**config.mk**
```make
export PLATFORM = sky130hd
export DESIGN_NAME = dram_refresh_controller
export DESIGN_NICKNAME = d
export VERILOG_FILES = /design/src/logic/refresh_pkg.sv /design/src/logic/dram_refresh_controller.sv /design/src/logic/row_counter.sv
export SDC_FILE = /design/constraint.sdc
export NUM_CORES = 1
export LEC_CHECK = 0
export BUFFER_PORTS_ARGS = -buffer_cell sky130_fd_sc_hd__buf_2
export CAP_MARGIN = 20
export CORE_UTILIZATION = 48
export DETAILED_ROUTE_END_ITERATION = 10
export PLACE_DENSITY = 0.8
export SYNTH_ARGS = -nofsm -noshare
export SYNTH_HDL_FRONTEND = slang
export SYNTH_SLANG_ARGS = --single-unit
```
**constraint.sdc**
```tcl
create_clock -name clk_in -period 1.7 [get_ports clk_in]
set_input_delay 0.34 -clock clk_in [delete_from_list [all_inputs] [get_ports clk_in]]
set_output_delay 0.34 -clock clk_in [all_outputs]
set_load 0.05 [all_outputs]
```
**src/logic/refresh_pkg.sv**
```systemverilog
// Refresh controller constants and carrier types.
// Assumes a single 25 MHz system clock domain.
package refresh_pkg;
   localparam int          ADDR_W        = 8;
   localparam int          INTERVAL_W    = 8;
   localparam logic [7:0]  INTERVAL_RST  = 8'h0A;  // Reset refresh spacing, in boundaries
   localparam logic [7:0]  ADDR_RST      = 8'h00;
   localparam logic [1:0]  LEN_TWO       = 2'h2;   // Two clock refresh cycle
   localparam logic [1:0]  LEN_THREE     = 2'h3;   // Three clock refresh cycle
   localparam logic        ENABLE_RST    = 1'h1;

   // Bus state reported by the sequencer each clock
   typedef enum logic [2:0] {ST_T1, ST_T2, ST_TW, ST_T3, ST_TI} bus_state_t;

   // Software configuration of the refresh logic
   typedef struct packed {
      logic                  enable;
      logic                  long_cycle;   // 1 selects three clocks
      logic [INTERVAL_W-1:0] interval;
   } refresh_cfg_t;

   // Refresh cycle presented to external memory
   typedef struct packed {
      logic              active;
      logic              strobe;
      logic [ADDR_W-1:0] row;
   } refresh_bus_t;
endpackage

```
**src/logic/dram_refresh_controller.sv**
```systemverilog
// DRAM refresh controller: inserts refresh cycles at bus boundaries.
// Assumes the bus sequencer reports its state each clock and stalls
// while refresh_busy_out is high.
// Functional notes
// RQ1: DMA cycles refreshed like CPU cycles
// RQ2: Refresh starts only at a bus boundary
// RQ3: Interval and length set by software
// RQ4: Refresh length two or three clocks
// RQ5: Eight-bit row address driven during refresh
// RQ6: Opcode fetch counter independent of refresh
// RQ7: Refresh allowed between two internal cycles
// RQ8: Refresh allowed between internal and machine cycle
// RQ9: Refresh follows only T3 or internal
// RQ10: Enabled refresh continues in emulator wait
// RQ11: Disabled refresh stops emulator wait, not trace
// RQ12: Request held pending until boundary, then cleared
`timescale 1ns/1ps
module dram_refresh_controller
   import refresh_pkg::*;
(
   input  wire logic                    clk_in,
   input  wire logic                    rst_n_in,
   input  wire refresh_pkg::refresh_cfg_t cfg_in,
   input  wire refresh_pkg::bus_state_t state_in,
   input  wire logic                    dma_owner_in,
   input  wire logic                    emu_wait_in,
   input  wire logic                    emu_trace_in,
   input  wire logic                    opcode_fetch_in,
   output refresh_pkg::refresh_bus_t    refresh_out,
   output logic                         refresh_busy_out,
   output logic [7:0]                   fetch_count_out
);
   // Refresh cycle phases; TR3 is used only by the long setting
   typedef enum logic [1:0] {IDLE, TR1, TR2, TR3} ref_state_t;

   // Sequencer state, timer, and decoded handshake terms
   ref_state_t              state_r;
   logic [INTERVAL_W-1:0]   tick_r;
   logic                    pending_r;
   logic                    long_r;       // Length latched at start
   logic                    boundary;
   logic                    machine_end;
   logic                    internal_end;
   logic                    interval_hit;
   logic                    run_ok;
   logic                    start;
   logic                    finish;
   logic [ADDR_W-1:0]       row;

   // RQ9 legal end states
   // A machine cycle ends in T3; T1, T2 and wait states never end one
   assign machine_end  = (state_in == ST_T3);
   // RQ7 internal cycle ends
   // Each internal state is a boundary, so refresh fits between two of them
   assign internal_end = (state_in == ST_TI);
   // RQ1 DMA same as CPU
   // Bus owner deliberately unread: a DMA machine cycle also ends in T3
   assign boundary     = machine_end || internal_end;

   // RQ10 enabled refresh always runs
   // RQ11 disabled only during trace
   // With the enable bit low, refresh runs only while the emulator traces;
   // in command wait and in normal running it stays off
   assign run_ok       = cfg_in.enable || emu_trace_in;

   // RQ2 start at boundary
   // RQ8 internal then machine cycle
   // A request waits in pending_r and is taken at the first boundary at
   // which refresh may run and no refresh cycle is under way
   assign start        = pending_r && boundary && run_ok && (state_r == IDLE);

   // RQ12 interval elapsed
   // Spacing is the programmed count plus one boundaries
   assign interval_hit = boundary && (state_r == IDLE) && (tick_r >= cfg_in.interval);

   // RQ4 length select
   // Latched length, so a setting changed mid-refresh cannot stretch it
   assign finish       = (state_r == TR2 && !long_r) || (state_r == TR3);

   // RQ3 programmable interval timer
   // Counts boundaries rather than clocks, so spacing follows bus activity;
   // a smaller interval written while counting takes effect at once
   always_ff @(posedge clk_in) begin
      if (!rst_n_in) begin
         tick_r <= '0;
      end else if (boundary && state_r == IDLE) begin
         tick_r <= interval_hit ? '0 : tick_r + INTERVAL_W'(1);
      end
   end

   // RQ12 request held until done
   // Set and clear cannot meet: set needs IDLE, clear needs TR2 or TR3
   always_ff @(posedge clk_in) begin
      if (!rst_n_in) begin
         pending_r <= 1'b0;
      end else if (interval_hit) begin
         pending_r <= 1'b1;
      end else if (finish) begin
         pending_r <= 1'b0;
      end
   end

   // RQ3 length taken at start
   // Software may rewrite the setting at any time; the cycle under way keeps its length
   always_ff @(posedge clk_in) begin
      if (!rst_n_in) begin
         long_r <= 1'b0;
      end else if (start) begin
         long_r <= cfg_in.long_cycle;
      end
   end

   // Refresh cycle sequencer
   always_ff @(posedge clk_in) begin
      if (!rst_n_in) begin
         state_r <= IDLE;
      end else begin
         case (state_r)
            IDLE: begin
               if (start) begin
                  state_r <= TR1;
               end
            end
            TR1: state_r <= TR2;
            // RQ4 third clock if long
            TR2: state_r <= long_r ? TR3 : IDLE;
            TR3: state_r <= IDLE;
            default: state_r <= IDLE;
         endcase
      end
   end

   // RQ5 row counter advances per refresh
   row_counter #(.W(ADDR_W)) u_row (
      .clk_in   (clk_in),
      .rst_n_in (rst_n_in),
      .step_in  (finish),
      .row_out  (row)
   );

   // Registered outputs toward memory
   always_ff @(posedge clk_in) begin
      if (!rst_n_in) begin
         refresh_out      <= '0;
         refresh_busy_out <= 1'b0;
      end else begin
         refresh_busy_out   <= start || (state_r != IDLE && !finish);
         refresh_out.active <= start || (state_r != IDLE && !finish);
         refresh_out.strobe <= start;
         // RQ5 row address on bus
         refresh_out.row    <= row;
      end
   end

   // RQ6 opcode fetch count, no refresh influence
   always_ff @(posedge clk_in) begin
      if (!rst_n_in) begin
         fetch_count_out <= 8'h00;
      end else if (opcode_fetch_in) begin
         fetch_count_out <= fetch_count_out + 8'h01;
      end
   end

   // Assertions on the design's own signals
   // Placement of refresh cycles
   a_start_boundary: assert property (@(posedge clk_in) disable iff (!rst_n_in) // RQ2
      start |-> (state_in == ST_T3 || state_in == ST_TI))
      else $error("refresh start off boundary");
   a_no_mid_cycle: assert property (@(posedge clk_in) disable iff (!rst_n_in) // RQ9
      (state_in == ST_T1 || state_in == ST_T2 || state_in == ST_TW) |-> !start)
      else $error("refresh inside machine cycle");
   a_dma_same: assert property (@(posedge clk_in) disable iff (!rst_n_in) // RQ1
      (pending_r && boundary && cfg_in.enable && state_r == IDLE && dma_owner_in) |=> refresh_out.strobe)
      else $error("dma cycle blocked refresh");

   // Length and row address
   a_len_two: assert property (@(posedge clk_in) disable iff (!rst_n_in) // RQ4
      (start && !cfg_in.long_cycle) |=> refresh_out.active ##1 refresh_out.active ##1 !refresh_out.active)
      else $error("two clock length wrong");
   a_len_three: assert property (@(posedge clk_in) disable iff (!rst_n_in) // RQ4
      (start && cfg_in.long_cycle) |=> refresh_out.active [*3] ##1 !refresh_out.active)
      else $error("three clock length wrong");
   a_row_step: assert property (@(posedge clk_in) disable iff (!rst_n_in) // RQ5
      finish |=> row == $past(row) + 8'h01)
      else $error("row not advanced");
   a_row_hold: assert property (@(posedge clk_in) disable iff (!rst_n_in) // RQ5
      (refresh_out.active && !refresh_out.strobe) |-> $stable(refresh_out.row))
      else $error("row moved during refresh");

   // Gating by mode
   a_emu_off: assert property (@(posedge clk_in) disable iff (!rst_n_in) // RQ11
      (!cfg_in.enable && emu_wait_in && !emu_trace_in) |-> !start)
      else $error("refresh in emulator wait");
   a_emu_on: assert property (@(posedge clk_in) disable iff (!rst_n_in) // RQ10
      (cfg_in.enable && emu_wait_in && pending_r && boundary && state_r == IDLE) |=> refresh_out.strobe)
      else $error("enabled refresh stalled");
   a_quiet_off: assert property (@(posedge clk_in) disable iff (!rst_n_in) // RQ11
      (!cfg_in.enable && !emu_trace_in) |-> !start)
      else $error("refresh while disabled");

   // Request and output bookkeeping
   a_pending_hold: assert property (@(posedge clk_in) disable iff (!rst_n_in) // RQ12
      (pending_r && !finish) |=> pending_r)
      else $error("pending lost");
   a_pending_set: assert property (@(posedge clk_in) disable iff (!rst_n_in) // RQ12
      interval_hit |=> pending_r)
      else $error("elapsed interval not pending");
   a_strobe_pulse: assert property (@(posedge clk_in) disable iff (!rst_n_in) // RQ2
      refresh_out.strobe |=> !refresh_out.strobe)
      else $error("strobe longer than one clock");
   a_busy_match: assert property (@(posedge clk_in) disable iff (!rst_n_in) // RQ9
      refresh_busy_out == refresh_out.active)
      else $error("busy and active differ");
   a_fetch_count: assert property (@(posedge clk_in) disable iff (!rst_n_in) // RQ6
      !opcode_fetch_in |=> fetch_count_out == $past(fetch_count_out))
      else $error("fetch count moved");

   // Cover points for the main scenarios
   c_refresh_t3: cover property (@(posedge clk_in) start && state_in == ST_T3);
   c_refresh_ti: cover property (@(posedge clk_in) start && state_in == ST_TI);
   c_refresh_dma: cover property (@(posedge clk_in) start && dma_owner_in);
   c_refresh_long: cover property (@(posedge clk_in) start && cfg_in.long_cycle);
   c_refresh_wait: cover property (@(posedge clk_in) start && emu_wait_in);
endmodule

```
**src/logic/row_counter.sv**
```systemverilog
// Eight-bit refresh row counter, advanced once per refresh cycle.
// Assumes step_in is a one-cycle pulse on clk_in.
`timescale 1ns/1ps
module row_counter #(
   parameter int W = 8
) (
   input  wire logic         clk_in,
   input  wire logic         rst_n_in,
   input  wire logic         step_in,
   output logic [W-1:0]      row_out
);
   // Independent of any opcode fetch count by construction
   always_ff @(posedge clk_in) begin
      if (!rst_n_in) begin
         row_out <= '0;
      end else if (step_in) begin
         row_out <= row_out + W'(1);
      end
   end
endmodule

```
# ---- Word level (Yosys, flattened, before mapping)
# Index checks and enable logic that the tools add are counted.
# W data, S select, Z words.
dict set report totals {
  input_bits 19
  out_inout_bits 19
  wordCells 41
  register_bits 38
}
dict set report classes {
  order_cmp 1
  n_mux 6
  n_reduce_logical 16
  eq_ne 6
  n_addsub 3
}
# op n
set op_table {}
lappend op_table {{$add A8 B1 Y8 const B} 3}
lappend op_table {{$ge A8 B8 Y1} 1}
lappend op_table {{$mux W8} 1}
lappend op_table {{$pmux W2 S4} 1}
lappend op_table {{$logic_and A1 B1 Y1} 7}
lappend op_table {{$eq A2 B2 Y1 const B} 2}
lappend op_table {{$logic_or A1 B1 Y1} 4}
lappend op_table {{$mux W2} 2}
lappend op_table {{$reduce_bool A2 Y1} 2}
lappend op_table {{$eq A3 B2 Y1 const B} 1}
lappend op_table {{$eq A3 B3 Y1 const B} 1}
lappend op_table {{$eq A2 B1 Y1 const B} 1}
lappend op_table {{$logic_not A1 Y1} 2}
lappend op_table {{$logic_not A2 Y1} 1}
lappend op_table {{$mux W1} 2}
lappend op_table {{$ne A2 B2 Y1 const B} 1}

# ---- Depth between registers and ports, before layout
dict set report logic_depth {
  depth_word 7
  mapped_depth 8
  depth_no_buf 7
}

# ---- Cells and area by module
# Synthesis repeated with hierarchy kept, for this count alone.
dict set report hier_totals {
  hier_cells 190
  area_unflattened_um2 1739.2
}
# mod area_each_um2 seq_area_each_um2 n_inst cells_per_inst
set modules_own_cells {}
lappend modules_own_cells {dram_refresh_controller 1380.1 600.6 1 153}
lappend modules_own_cells {row_counter 359.1 160.2 1 37}

# ---- Least setup slack after synthesis
# OpenSTA, ideal clock, no wires.
dict set report synth_path {
  path_type {input to register}
  startpoint {input port cfg_in[2] (netlist bit)}
  endpoint {register tick_r[2]}
  arrival_time_ns 1.705
  stages 8
  t_required_ns 1.641
  path_buffers 1
  setup_ns 0.059
  path_slack_ns -0.064
  cell_sequence {inv_1 ha_1 a211oi_2 o21ai_2 a211oi_4 and2_1 buf_6 a221o_1}
}
dict set report synth_via {
  elab_chain_cells 3
}
# item line_no
set synth_lines {}
lappend synth_lines {{start, declared} dram_refresh_controller.sv:23} ;# input wire refresh_pkg::refresh_cfg_t cfg_in,
lappend synth_lines {{$ge A8 B8 Y1} dram_refresh_controller.sv:74} ;# assign interval_hit = boundary && (state_r == IDLE) && (tick_r >= cfg_in.interval);
lappend synth_lines {{$logic_and A1 B1 Y1} dram_refresh_controller.sv:74}
lappend synth_lines {{$mux W8} dram_refresh_controller.sv:87} ;# tick_r <= interval_hit ? '0 : tick_r + INTERVAL_W'(1);
lappend synth_lines {{end signal, assigned} dram_refresh_controller.sv:87}
lappend synth_lines {{end, declared} dram_refresh_controller.sv:38} ;# logic [INTERVAL_W-1:0] tick_r;
# Every way passes these cells.
# A chain may end at the register's enable or synchronous reset.

# ---- Worst setup path after layout
dict set report layout_path {
  startpoint {register tick_r[2]}
  endpoint {register tick_r[6]}
}
dict set report layout_via {
  elab_chain_cells 3
  word_cells_on_any_way 4
  cone_classes {1 x add/sub; 1 x order compare; 1 x mux; 1 x reduce/logical}
}
# item line_no
set layout_lines {}
lappend layout_lines {{$ge A8 B8 Y1} dram_refresh_controller.sv:74}
lappend layout_lines {{$logic_and A1 B1 Y1} dram_refresh_controller.sv:74}
lappend layout_lines {{$mux W8 (*)} dram_refresh_controller.sv:87}
# Mark *: on every way between the ends. The rest lies on a longest branch, timed or not.

==> results by stage <==
Status:
- The run finished with clean final reports.

Floorplan:
- The number of placement rows is 21.
- The total die area is around 3800 um^2.
- The die boundary height is ~62 um.
- The number of top-level pins is 38.
- The die is about 62 um wide.
- For this configuration, the core starts out at a cell density of just over 50%.
- The core area is ~3400 um^2.

Layout:
- The proportion of layout cells with a drive suffix above 1 is a little under a third.
- Counting the fill cells in the layout gives 294.
- Summing all non-filler instances in the final layout gives an area of between 2000 and 2500 um^2.
- The sequential cells in the finished layout cover a total of 763 um^2.
- The count of cells in the finished layout, fillers not included, comes to about 290.
- Summing all multi-input logic gate instances after layout gives roughly 930 um^2.
- The area growth from synthesis to layout is 25.7%.
- After the last flow step, the layout net total stands at between 200 and 300.
- The repair_antennas step left the layout with diodes totalling 0.

STA:
- The count of pins over their slew limit is 0.
- Setup violations remaining at the end of the flow were counted as 0.
- The share of the clock period used by the worst path after layout is between 90 and 100%.
- The shortest clock period the worst path allows after layout is 1.69 ns.
- Setup repair after global routing could not meet its margin everywhere.
- Headroom to the max-slew limit came out at 77.5%.
- Static timing analysis puts the maximum clock frequency at ~0.59 GHz.
- The number of hold violations in the final report is 0.
- For the final database, setup skew stands at approximately 0.009 ns.
- For the pin with the worst max-slew slack, the measured transition is 0.337 ns.

Routing:
- In the routed layout, each cell is associated on average with a via count of between 4 and 5.
- Detailed routing inserted a total of around 1400 vias.
- The antenna violation net count after detailed routing is 0.
- In the routed design, unresolved DRC markers number 0.
- The first detailed-routing pass ran for 4 iterations.
- After detailed routing, the average wire length per cell comes to 10.4 um.
- The routed wire length is between 2 and 3 mm.
- For this block, the initial DRC count from the detailed router was 46.

Synthesis:
- The synthesized netlist cell count is between 150 and 200.
- The distinct cell type count of the synthesized netlist is 39.
- Summed over all instances, the cell type with the most area after synthesis is sky130_fd_sc_hd__dfxtp_1.
- After synthesis, the mean cell area works out to between 9 and 10 um^2.
- Of all flip-flops after synthesis, the portion carrying an async set or reset was 0%.
- The flop and latch count out of synthesis is 38.
- The Yosys step of the flow raised 0 warnings.
- The synthesized netlist occupies a cell area of 1730 um^2.
- The most used flip-flop cell after synthesis is sky130_fd_sc_hd__dfxtp_1.
- Yosys attributes the largest share of cell area to sky130_fd_sc_hd__dfxtp_1, sky130_fd_sc_hd__ha_1, sky130_fd_sc_hd__nor2_1.
- Of the post-synthesis cell area, the dominant cell type holds between 40% and 50%.
- Ranked by instance count, the synthesized netlist is headed by sky130_fd_sc_hd__dfxtp_1, sky130_fd_sc_hd__nor2_1, sky130_fd_sc_hd__nand2_1.
- The number of enable flip-flop cells after synthesis is 0.
- The most common cell in the synthesized netlist is sky130_fd_sc_hd__dfxtp_1.
- After synthesis, flip-flops and latches occupy between 40% and 50% of the total area.
- The net count after synthesis is 221.

Setup path:
- The required arrival time at the worst endpoint is 2.00 ns.
- Of all nets on the critical path, the largest fanout is 5.
- The arrival time at the worst endpoint is 1.99 ns.
- The critical path class is reg -> reg.
- The startpoint type of the worst setup path is a register.
- The worst setup path is captured at a register.
- The register-to-register setup slack is about 0.014 ns.

Clock tree:
- The number of hold-repair buffers added at the cts stage is 0.
- Counting along the longest clock path gives a buffer depth of 2.
- The tree is rooted in a sky130_fd_sc_hd__clkbuf_4.
- The depth of the CTS H-tree is 2.
- The tree built by TritonCTS fans out to 38 sinks.
- Clock-pin slew was measured on the worst setup and hold paths at 0.11 ns.
- The number of CTS-inserted buffers is 5.
- For the worst-skew pair, the clock arrives at the later sink with an insertion delay of 0.34 ns.
- The clock tree from TritonCTS is done.

Placement:
- The number of buffers added on ports is 35.
- The number of cells in the design after placement is around 280.
- The wire-length estimate of the detail-placed layout is around 2.1 mm.
- The cell area reported after detailed placement is 2010 um^2.
- The final weighted congestion in routability-driven placement is slightly below 0.8.

Global routing:
- The number of global-route vias before repair is approximately 1200.
- Entering global routing, the biggest net connects 24 pins.
- The number of antenna violations at the first check in global routing is 0.
- The total congestion overflow after global routing is 0.
- Global routing used 16.6% of the available tracks across all layers.
- The first global-routing pass estimated ~4.6 mm of wire.

Flow run:
- The number of maximum-capacitance violations is 0.

Pwr:
- Power spread over the standard cell area amounts to around 850 nW/um^2.
- The analysis attributes to cell leakage a power of 1.02 nW.
- The worst-case IR drop observed on VDD is between 0.5 and 0.6 mV.
- The completed layout was analyzed and its total power is ~1.8 mW.

Min path:
- The class of the tightest hold or removal check is in -> reg.
==> logic make-up after synthesis <==
| kind of cell | count (synthesis) | share of synthesized area (%) |
|---|---|---|
| AO/OA/AOI/OAI | 33 | 13.7 |
| XOR/XNOR | 11 | 5.57 |
| adder cells (fa/ha/maj) | 11 | 7.96 |
| buffers and inverters | 18 | 4.63 |
| flip-flops | 38 | 44.0 |
| multiplexers | 2 | 1.16 |
| AND/OR/NAND/NOR | 78 | 22.9 |
==> layout make-up <==
type / count / share of cell area, %
multi-input combinational: 135 / 42.8
tap: 46 / 2.65
clock buffer: 6 / 2.36
timing repair buffer: 47 / 12.4
clock inverter: 2 / 2.76
inverter: 11 / 1.90
sequential: 38 / 35.1
==> where the power goes <==
group | total, mW | internal, mW | leakage, nW | switching, mW
sequential | 0.907 | 0.899 | 0.307 | 0.00800
combinational | 0.146 | 0.0630 | 0.656 | 0.0827
clock | 0.793 | 0.498 | 0.0585 | 0.295
total | 1.85 | 1.46 | 1.02 | 0.386
==> final timing paths <==
| path | startpoint | cells past startpoint | to |
|---|---|---|---|
| max reg2reg | tick_r[2] | 7 | tick_r[6] |
| min reg2reg | u_row.row_out[7] | 1 | refresh_out[7] |
| min | cfg_in[8] | 3 | long_r |
| max | tick_r[2] | 7 | tick_r[6] |
==> through the flow <==
step | utilization (%) | TNS [ns] | hold slack [ns] | worst slack (ns)
floorplan | - | 0 | 0.449 | 0.00187
global placement | 59.2 | -0.663 | 0.465 | -0.119
detailed placement | 59.2 | -1.17 | 0.470 | -0.165
CTS | 62.7 | 0 | 0.223 | 0.0351
global route | 64.1 | -0.464 | 0.268 | -0.0751
finish | 64.1 | 0 | 0.223 | 0.0135
==> per-layer routing <==
metal  track usage (%)  part of all wire, %  vias to the layer above
met2              26.6                   51                       28
met3              6.42                  3.8                        2
met5                 0                    0                        -
met1              20.5                   45                      625
met4              5.08                 0.13                        0
li1                  -                    -                      741
==> sequential cells by signal, summed over array words and instances (netlist names) <==
signal,flops
fetch_count_out,8
long_r,1
pending_r,1
refresh_out,10
state_r,2
tick_r,8
u_row.row_out,8
==> cells in the final DEF (no fill, tap or decap), types with 3 or more instances in the layout <==
cell,count
sky130_fd_sc_hd__or2_2,3
sky130_fd_sc_hd__xor2_1,8
sky130_fd_sc_hd__nor2_1,22
sky130_fd_sc_hd__clkbuf_4,5
sky130_fd_sc_hd__and2_1,9
sky130_fd_sc_hd__xnor2_1,3
sky130_fd_sc_hd__dfxtp_1,36
sky130_fd_sc_hd__nand3_1,5
sky130_fd_sc_hd__nand4_1,5
sky130_fd_sc_hd__a21o_1,5
sky130_fd_sc_hd__and3_1,3
sky130_fd_sc_hd__buf_4,11
sky130_fd_sc_hd__nand2_1,15
sky130_fd_sc_hd__a22o_1,5
sky130_fd_sc_hd__a21oi_1,10
sky130_fd_sc_hd__inv_1,10
sky130_fd_sc_hd__or3_1,3
sky130_fd_sc_hd__ha_1,10
sky130_fd_sc_hd__o21ai_0,4
sky130_fd_sc_hd__buf_2,35
==> critical path, stage by stage (launching register included) <==
cell	delay (ns)
sky130_fd_sc_hd__dfxtp_2	0.37
sky130_fd_sc_hd__ha_4	0.21
sky130_fd_sc_hd__a211oi_4	0.28
sky130_fd_sc_hd__o21ai_4	0.11
sky130_fd_sc_hd__a211oi_4	0.29
sky130_fd_sc_hd__buf_6	0.15
sky130_fd_sc_hd__a21o_1	0.11
sky130_fd_sc_hd__a22o_1	0.13
==> what timing repair did <==
item,CTS,global route
setup buffers,0,1
gates resized for setup,3,9
endpoints found under the setup margin,6,9
pin swaps,0,10
Note: power is estimated with default switching activity, not from simulation.
